--- src/bwp_cfg.svh ---
// Constants of the byte/word parallel host port: widths, field positions, reset values.
// Assumes inclusion by the port package and design modules; holds definitions only.
`ifndef BWP_CFG_SVH
`define BWP_CFG_SVH

// ----------------------------------------------------------------
// Widths
// ----------------------------------------------------------------
`define BWP_DATA_W 12
`define BWP_LOW_W 8
`define BWP_TOP_W 3
`define BWP_CHAN_W 3
`define BWP_NIB_W 4

// ----------------------------------------------------------------
// Field positions
// ----------------------------------------------------------------
`define BWP_HI_CHAN_LSB 4
`define BWP_SHARED_BIT 8
`define BWP_TOP_LSB 9

// ----------------------------------------------------------------
// Reset values
// ----------------------------------------------------------------
`define BWP_RST_WORD 12'h000
`define BWP_RST_LOW 8'h00
`define BWP_RST_CHAN 3'h0

`endif

--- src/bwp_pkg.sv ---
// Types shared by the byte/word parallel host port modules.
// Assumes bwp_cfg.svh is reachable by its bare name.
`include "bwp_cfg.svh"

package bwp_pkg;

  // ----------------------------------------------------------------
  // Transfer state, one-hot
  // ----------------------------------------------------------------
  typedef enum logic [2:0] {
    BWP_IDLE  = 3'b001,
    BWP_READ  = 3'b010,
    BWP_WRITE = 3'b100
  } bwp_state_t;

  typedef logic [`BWP_DATA_W-1:0] bwp_word_t;

endpackage

--- src/bwp_lane.sv ---
// One group of three-state bus pins: registered output data and output enable.
// Assumes the enclosing port computes the wanted level and enable each cycle.
`timescale 1ns/10ps

module bwp_lane #(
  parameter int W = 8
) (
  input wire logic clk,
  input wire logic rstSyncN,
  input wire logic [W-1:0] dataNext,
  input wire logic enNext,
  output logic [W-1:0] pinOut,
  output logic [W-1:0] pinOe
);

  typedef struct packed {
    logic [W-1:0] data;
    logic [W-1:0] oe;
  } bwp_lane_t;

  bwp_lane_t lane_reg;
  bwp_lane_t lane_next;

  // ----------------------------------------------------------------
  // Pin registers
  // ----------------------------------------------------------------
  // The enable fans out per bit so every pin has its own flip-flop.
  always_comb begin
    lane_next.data = dataNext;
    lane_next.oe = {W{enNext}};
  end

  always_ff @(posedge clk or negedge rstSyncN) begin
    if (!rstSyncN) begin
      lane_reg <= '0;
    end else begin
      lane_reg <= lane_next;
    end
  end

  assign pinOut = lane_reg.data;
  assign pinOe = lane_reg.oe;

endmodule

--- src/bwp_port.sv ---
// Host-facing parallel data port of a multichannel converter, word or byte wide.
// Assumes host strobes are synchronous to clk; conversion result comes from the core.
`timescale 1ns/10ps
`include "bwp_cfg.svh"

module bwp_port
  import bwp_pkg::*;
(
  input wire logic clk,
  input wire logic rst_n,
  input wire logic csN,
  input wire logic rdN,
  input wire logic wrN,
  input wire logic wordMode,
  input wire logic [`BWP_LOW_W-1:0] busLowBitsIn,
  output logic [`BWP_LOW_W-1:0] busLowBitsOut,
  output logic [`BWP_LOW_W-1:0] busLowBitsOe,
  input wire logic sharedPinEightIn,
  output logic sharedPinEightOut,
  output logic sharedPinEightOe,
  input wire logic [`BWP_TOP_W-1:0] busTopBitsIn,
  output logic [`BWP_TOP_W-1:0] busTopBitsOut,
  output logic [`BWP_TOP_W-1:0] busTopBitsOe,
  input wire logic [`BWP_DATA_W-1:0] resultWord,
  input wire logic [`BWP_CHAN_W-1:0] resultChan,
  output logic [`BWP_DATA_W-1:0] regWrData,
  output logic regWrStrobe,
  output logic readDone
);

  typedef struct packed {
    bwp_state_t state;
    bwp_word_t rdWord;
    logic [`BWP_CHAN_W-1:0] rdChan;
    bwp_word_t wrWord;
    logic [`BWP_LOW_W-1:0] lowHold;
    logic wrWide;
    logic wrHigh;
    bwp_word_t outData;
    logic outStrobe;
    logic outReadDone;
  } bwp_port_t;

  bwp_port_t port_reg;
  bwp_port_t port_next;
  logic [1:0] rstSync_reg;
  logic rstSyncN;
  logic readAct;
  logic writeAct;
  logic upperSel;
  bwp_word_t wordNow;
  logic [`BWP_CHAN_W-1:0] chanNow;
  logic [`BWP_LOW_W-1:0] lowNext;
  logic sharedNext;
  logic [`BWP_TOP_W-1:0] topNext;
  logic lowEn;
  logic sharedEn;
  logic topEn;

  // ----------------------------------------------------------------
  // Reset release
  // ----------------------------------------------------------------
  // Reset asserts at once but releases two edges late, so no flip-flop
  // leaves reset on a marginal edge.
  always_ff @(posedge clk or negedge rst_n) begin
    if (!rst_n) begin
      rstSync_reg <= 2'b00;
    end else begin
      rstSync_reg <= {rstSync_reg[0], 1'b1};
    end
  end

  // Only the second stage is read, so a late first stage never reaches the design.
  assign rstSyncN = rstSync_reg[1];

  // ----------------------------------------------------------------
  // Strobe decode
  // ----------------------------------------------------------------
  // A read wins if a broken host pulls both strobes, since the device
  // then drives and no register is corrupted by bus contention.
  assign readAct = !csN && !rdN;
  assign writeAct = !csN && !wrN && rdN;
  assign upperSel = !wordMode && sharedPinEightIn;

  // The result is frozen at the start of a read so it cannot change
  // under the host while the strobe is low.
  assign wordNow = (port_reg.state == BWP_READ) ? port_reg.rdWord : resultWord;
  assign chanNow = (port_reg.state == BWP_READ) ? port_reg.rdChan : resultChan;

  // ----------------------------------------------------------------
  // Pin drive
  // ----------------------------------------------------------------
  // Wanted levels and enables; the lanes register them.
  always_comb begin
    lowEn = readAct;
    sharedEn = readAct && wordMode;
    topEn = readAct && wordMode;
    sharedNext = wordNow[`BWP_SHARED_BIT];
    topNext = wordNow[`BWP_DATA_W-1:`BWP_TOP_LSB];
    if (upperSel) begin
      // Bit seven of the upper byte reads as zero.
      lowNext = {1'b0, chanNow, wordNow[`BWP_DATA_W-1:`BWP_LOW_W]};
    end else begin
      lowNext = wordNow[`BWP_LOW_W-1:0];
    end
  end

  // ----------------------------------------------------------------
  // Transfer state
  // ----------------------------------------------------------------
  // Write data is sampled every cycle of the strobe; the value seen in
  // the last active cycle is what the host held up to the rising edge.
  always_comb begin
    port_next = port_reg;
    port_next.outStrobe = 1'b0;
    port_next.outReadDone = 1'b0;
    unique case (port_reg.state)
      BWP_IDLE: begin
        if (readAct) begin
          port_next.state = BWP_READ;
          port_next.rdWord = resultWord;
          port_next.rdChan = resultChan;
        end else if (writeAct) begin
          port_next.state = BWP_WRITE;
        end
      end
      BWP_READ: begin
        if (!readAct) begin
          port_next.state = BWP_IDLE;
          port_next.outReadDone = 1'b1;
        end
      end
      BWP_WRITE: begin
        if (!writeAct) begin
          port_next.state = BWP_IDLE;
          port_next.outStrobe = port_reg.wrWide || port_reg.wrHigh;
          if (port_reg.wrWide) begin
            port_next.outData = port_reg.wrWord;
          end else if (port_reg.wrHigh) begin
            port_next.outData = {port_reg.wrWord[`BWP_NIB_W-1:0], port_reg.lowHold};
          end else begin
            port_next.lowHold = port_reg.wrWord[`BWP_LOW_W-1:0];
          end
        end
      end
      default: begin
        port_next.state = BWP_IDLE;
      end
    endcase
    // Bits four to seven of an upper byte write are ignored, not checked.
    if (writeAct) begin
      port_next.wrWord = {busTopBitsIn, sharedPinEightIn, busLowBitsIn};
      port_next.wrWide = wordMode;
      port_next.wrHigh = upperSel;
    end
  end

  always_ff @(posedge clk or negedge rstSyncN) begin
    if (!rstSyncN) begin
      port_reg.state <= BWP_IDLE;
      port_reg.rdWord <= `BWP_RST_WORD;
      port_reg.rdChan <= `BWP_RST_CHAN;
      port_reg.wrWord <= `BWP_RST_WORD;
      port_reg.lowHold <= `BWP_RST_LOW;
      port_reg.wrWide <= 1'b0;
      port_reg.wrHigh <= 1'b0;
      port_reg.outData <= `BWP_RST_WORD;
      port_reg.outStrobe <= 1'b0;
      port_reg.outReadDone <= 1'b0;
    end else begin
      port_reg <= port_next;
    end
  end

  // Core-side results leave straight from the state register, with no gate in front.
  assign regWrData = port_reg.outData;
  assign regWrStrobe = port_reg.outStrobe;
  assign readDone = port_reg.outReadDone;

  // ----------------------------------------------------------------
  // Pin lanes
  // ----------------------------------------------------------------
  bwp_lane #(.W(`BWP_LOW_W)) lowLane (
    .clk(clk),
    .rstSyncN(rstSyncN),
    .dataNext(lowNext),
    .enNext(lowEn),
    .pinOut(busLowBitsOut),
    .pinOe(busLowBitsOe)
  );

  bwp_lane #(.W(1)) sharedLane (
    .clk(clk),
    .rstSyncN(rstSyncN),
    .dataNext(sharedNext),
    .enNext(sharedEn),
    .pinOut(sharedPinEightOut),
    .pinOe(sharedPinEightOe)
  );

  bwp_lane #(.W(`BWP_TOP_W)) topLane (
    .clk(clk),
    .rstSyncN(rstSyncN),
    .dataNext(topNext),
    .enNext(topEn),
    .pinOut(busTopBitsOut),
    .pinOe(busTopBitsOe)
  );

endmodule

--- config.mk ---
export PLATFORM = sky130hd
export DESIGN_NAME = bwp_port
export DESIGN_NICKNAME = d
export VERILOG_FILES = /design/src/bwp_pkg.sv /design/src/bwp_lane.sv /design/src/bwp_port.sv
export VERILOG_INCLUDE_DIRS = /design/src /design/src/src
export SDC_FILE = /design/constraint.sdc
export NUM_CORES = 1
export LEC_CHECK = 0
export ABC_CLOCK_PERIOD_IN_PS = 1900
export BUFFER_PORTS_ARGS = -buffer_cell sky130_fd_sc_hd__buf_2
export CAP_MARGIN = 20
export CORE_ASPECT_RATIO = 2
export CORE_MARGIN = 5
export CORE_UTILIZATION = 30
export CTS_CLUSTER_DIAMETER = 30
export CTS_CLUSTER_SIZE = 40
export DETAILED_ROUTE_END_ITERATION = 7
export PLACE_DENSITY = 0.53
export RECOVER_POWER = 25
export SETUP_SLACK_MARGIN = 0.1
export SYNTH_ARGS = -nofsm -noshare
export SYNTH_HDL_FRONTEND = slang
export SYNTH_SLANG_ARGS = --single-unit
export TNS_END_PERCENT = 5
--- constraint.sdc ---
create_clock -name clk -period 1.9 [get_ports clk]
set_clock_uncertainty 0.05 [all_clocks]
set_input_delay 0.38 -clock clk [delete_from_list [all_inputs] [get_ports clk]]
set_output_delay 0.38 -clock clk [all_outputs]
set_load 0.03 [all_outputs]
# After elaboration in Yosys (flattened, before gate mapping)
# Index checks and enable logic that the tools add are counted.
# Widths: inputs -> output; s select.
[word_totals]
latch_bits = 0
elab_cells = 55
out_inout_bits = 38
n_memories = 0
input_bits = 33
register_bits = 71
mem_bits_ro = 0
mem_bits_rw = 0
[op_classes]
div_mod_pow = 0
add_sub_neg = 0
n_mux = 14
shifts = 0
reduce_logical = 15
n_mul = 0
bitwise = 3
order_cmp = 0
eq_ne = 6
[ops]
columns = ["operator", "count"]
rows = [
  ["$mux 12", 3],
  ["$mux 3", 5],
  ["$pmux 3 s3", 1],
  ["$mux 8", 1],
  ["$reduce_and 3->1", 2],
  ["$logic_and 1x1->1", 5],
  ["$logic_not 1->1", 4],
  ["$mux 1", 4],
  ["$ne 2x2->1 const B", 2],
  ["$reduce_and 4->1", 1],
  ["$eq 3x1->1 const B", 1],
  ["$eq 3x2->1 const B", 1],
  ["$eq 3x3->1 const B", 1],
  ["$ne 3x3->1 const B", 1],
  ["$not 1->1", 3],
  ["$reduce_and 2->1", 1],
  ["$reduce_bool 2->1", 1],
  ["$logic_or 1x1->1", 1],
]

# Logic depth before layout (Yosys ltp)
[logic_depth]
word_depth = 6
depth_mapped = 5
depth_no_buf = 3

# By module
# From an unflattened synthesis, not the netlist that was laid out.
[hier_totals]
cells_unflattened = 225
hier_area_um2 = 3060.4
[by_module_without_submodules]
columns = ["module", "instances", "area_each_um2", "seq_area_each_um2", "cells_per_inst"]
rows = [
  ["bwp_port", 1, 2617.5, 1402.6, 201],
  ["bwp_lane (lowLane)", 1, 277.8, 225.2, 16],
  ["bwp_lane (topLane)", 1, 115.1, 100.1, 6],
  ["bwp_lane (sharedLane)", 1, 50.0, 50.0, 2],
]

# Worst setup path before layout
# No wires, ideal clock.
[synth_timing]
path_type = "flip-flop to flip-flop"
startpoint = "register port_reg[52] (netlist bit)"
endpoint = "register port_reg, in the netlist regWrData[10]"
path_stages_with_launch = 5
path_buffers = 1
arrival_ns = 1.654
setup_ns = 0.125
synth_period_minus_slack_ns = 1.829
setup_slack_ns = 0.071
required_ns = 1.725
path_cell_list = "dfrtp_1 or3b_1 nor3_1 buf_4 mux2_2"
[synth_via]
elab_chain_len = 2
[synth_rtl]
columns = ["element", "line_no", "text"]
rows = [
  ["from (decl)", "bwp_port.sv:44", "bwp_port_t port_reg;"],
  ["from (signal assigned)", "bwp_port.sv:171", "port_reg <= port_next;"],
  ["$eq 3x3->1", "bwp_port.sv:117", "unique case (port_reg.state)"],
  ["$reduce_and 3->1 (no source line)", "-", ""],
]
# Every way passes these cells.
# A chain may end at the register's enable or synchronous reset.

# Worst setup path in the final report
[layout_timing]
startpoint = "register port_reg[51] (netlist bit)"
endpoint = "register port_reg[21] (netlist bit)"
[layout_via]
elab_chain_len = 2
[layout_rtl]
columns = ["element", "line_no"]
rows = [
  ["$eq 3x3->1", "bwp_port.sv:117"],
  ["$reduce_and 4->1 (no source line)", "-"],
]
# Every way passes these cells.

==> results.json <==
{
  "outcome": "completed",
  "port-buffer-count": 70,
  "placed_area_um2": 3510,
  "die_h_um": 153,
  "dpl.hpwl_um": 4530,
  "hold_viol": 0,
  "antenna_found_initial": 0,
  "layout-drive-gt1-share_pct": 55.4,
  "tightestPinTransition_ns": 0.947,
  "nNetsFinal": 324,
  "synthTopCellsByCount": "dfrtp_1, mux2_2, nand2_1, buf_4, mux2_4",
  "ant_nets": 0,
  "grt_usage_pct": 11.3,
  "synth.top_cell.area_share_pct": 56.6,
  "clock-root-buffer": "clkbuf_16",
  "syn_nets": 259,
  "synth_warnings": 0,
  "hold_path_depth": 3,
  "avgViaCountPerCell": 4.30,
  "yosysSeqAreaShare_pct": 57.4,
  "synth_area_leaders": "dfrtp_1, mux2_2, buf_4",
  "die-area_um2": 12400,
  "met1_usage_pct": 12.2,
  "rows": 52,
  "cts.path.max_buffers": 2,
  "leakage_nw": 1.90,
  "ys_ff_latch": 70,
  "required_ns": 2.06,
  "setup_tns_ns": 0,
  "largest_register_ffs": 40,
  "slew_headroom_pct": 36.9,
  "async_flop_share_pct": 100,
  "ios": 71,
  "grt_pass1_wl_um": 10700,
  "ir_worst_vdd_mv": 0.716,
  "drcViolationCount": 0,
  "grt_overflow": 0,
  "final-setup-viol-count": 0,
  "diodes": 0,
  "gr-usage-met2_pct": 19.6,
  "clk_latency_ns": 0.33,
  "final_cell_area_um2": 3800,
  "arrival_ns": 1.96,
  "worstReg2RegEnd": "port_reg[21]",
  "syn-cell-area_um2": 3050,
  "min_path_type": "primary input to register",
  "synth-edff-count": 0,
  "synth_most_common_cell": "dfrtp_1",
  "min_from": "busLowBitsIn[2]",
  "path_max_fanout": 8,
  "clock_sinks": 70,
  "period_minus_slack_ns": 1.80,
  "synth.distinct_cells": 30,
  "post-place-ws_ns": 0.0671,
  "ff2ff_path_depth": 4,
  "fin_ws_ns": 0.0962,
  "grt_max_degree": 69,
  "clk_pin_slew_ns": 0.06,
  "synth_cells": 226,
  "cts-buffers-inserted": 9,
  "via_count": 1852,
  "power_density_nw_per_um2": 1100,
  "maxCapViolCount": 0,
  "synth.avg_cell_area_um2": 13.5,
  "fp.coreArea_um2": 10000,
  "wl_um": 6250,
  "start_util_pct": 30.5,
  "crit_path_start_kind": "register",
  "grtUsageMet3_pct": 3.20,
  "rrSetupSlack_ns": 0.1,
  "first_global_vias": 2152,
  "drt_iter0_markers": 68,
  "grt_setup_unrepaired": "true",
  "timing.rr.start": "port_reg[51]",
  "gp_congestion": 0.761,
  "fin_crit_sh_pct": 94.9,
  "worstSetupPathType": "register to register",
  "htree_levels": 3,
  "post_drt_wl_per_cell_um": 14.5,
  "tritoncts": "built",
  "synthFlopType": "dfrtp_1",
  "synth_top_area_cell": "dfrtp_1",
  "hold_path_end": "port_reg[26]",
  "grt_busiest_layer": "met2",
  "dieWidth_um": 81.3,
  "fin_hold_ws_ns": 0.193,
  "finalMaxSlewViolations": 0,
  "first_pass_iters": 4,
  "fmax_mhz": 554,
  "power.total_w": 0.00417,
  "areaGrowthSynthToFinish_pct": 24.6,
  "endpoint_kind": "register"
}
## critical path, cell delays in order (launching register included)
cell     delay, ns
dfstp_2       0.37
or3b_4        0.39
or4_4         0.42
buf_6         0.17
mux2_4        0.29
## through the flow
| step | cells | util, % |
|---|---|---|
| 6_report | 431 | 38.0 |
| 3_3_place_gp | 413 | 35.0 |
| 5_1_grt | 431 | 38.0 |
| 4_1_cts | 430 | 38.0 |
| 2_1_floorplan | 226 | - |
| 3_5_place_dp | 413 | 35.0 |
## placed cells by master (no fill, tap or decap), drive strengths merged, types with 2 or more instances in the layout
cell / count
dfrtp: 69
buf: 82
nand2: 42
inv: 4
mux4: 7
nor3b: 2
clkinv: 2
nor3: 2
mux2: 51
clkbuf: 14
nor2: 3
or3b: 2
## how the worst max path moves through the flow
stage | from | end | slack, ns
5_1_grt | port_reg[52] | port_reg[19] | 0.06
3_5_place_dp | port_reg[52] | port_reg[21] | 0.07
4_1_cts | port_reg[51] | port_reg[21] | 0.08
3_3_place_gp | port_reg[52] | port_reg[17] | 0.08
6_report | port_reg[51] | port_reg[21] | 0.1
2_1_floorplan | port_reg[52] | regWrData[10] | 0.07
## area by class of cell
type,instances,area (µm²)
Clock buffer,11,243
Clock inverter,5,42.5
Fill cell,1037,6220
Inverter,2,7.51
Multi-Input combinational cell,122,1090
Sequential cell,70,1750
Tap cell,135,169
Timing Repair Buffer,86,497
## power breakdown
part	internal, W	switching, W	total, W
sequential	0.00173	0.000132	0.00186
combinational	0.000367	0.000369	0.000735
clock	0.000932	0.000639	0.00157
## cell families after synthesis
group / after synthesis / share of synthesized area [%]
xor gates and xnor gates: 1 / 0.287
muxes: 59 / 25.3
other: 1 / 0.123
buffers and inverters: 34 / 7.38
DFF: 70 / 57.4
AOI/OAI and AO/OA: 4 / 0.902
and+or+nand+nor: 57 / 8.61
## layer usage
metal	wire length [µm]	up-vias	part of all wire, %
li1	-	874	-
met1	2350	928	38
met2	3500	43	56
met3	287	7	4.6
met4	116	0	1.9
met5	0	-	0
## what timing repair did
item	4_1_cts	5_1_grt
setup buffers	0	1
resized for setup	1	2
endpoints found under the hold margin	2	0
setup endpoints to repair	8	8
pin swaps	1	0
hold buffers	1	0
No activity file was read; power rests on OpenSTA's default activity.
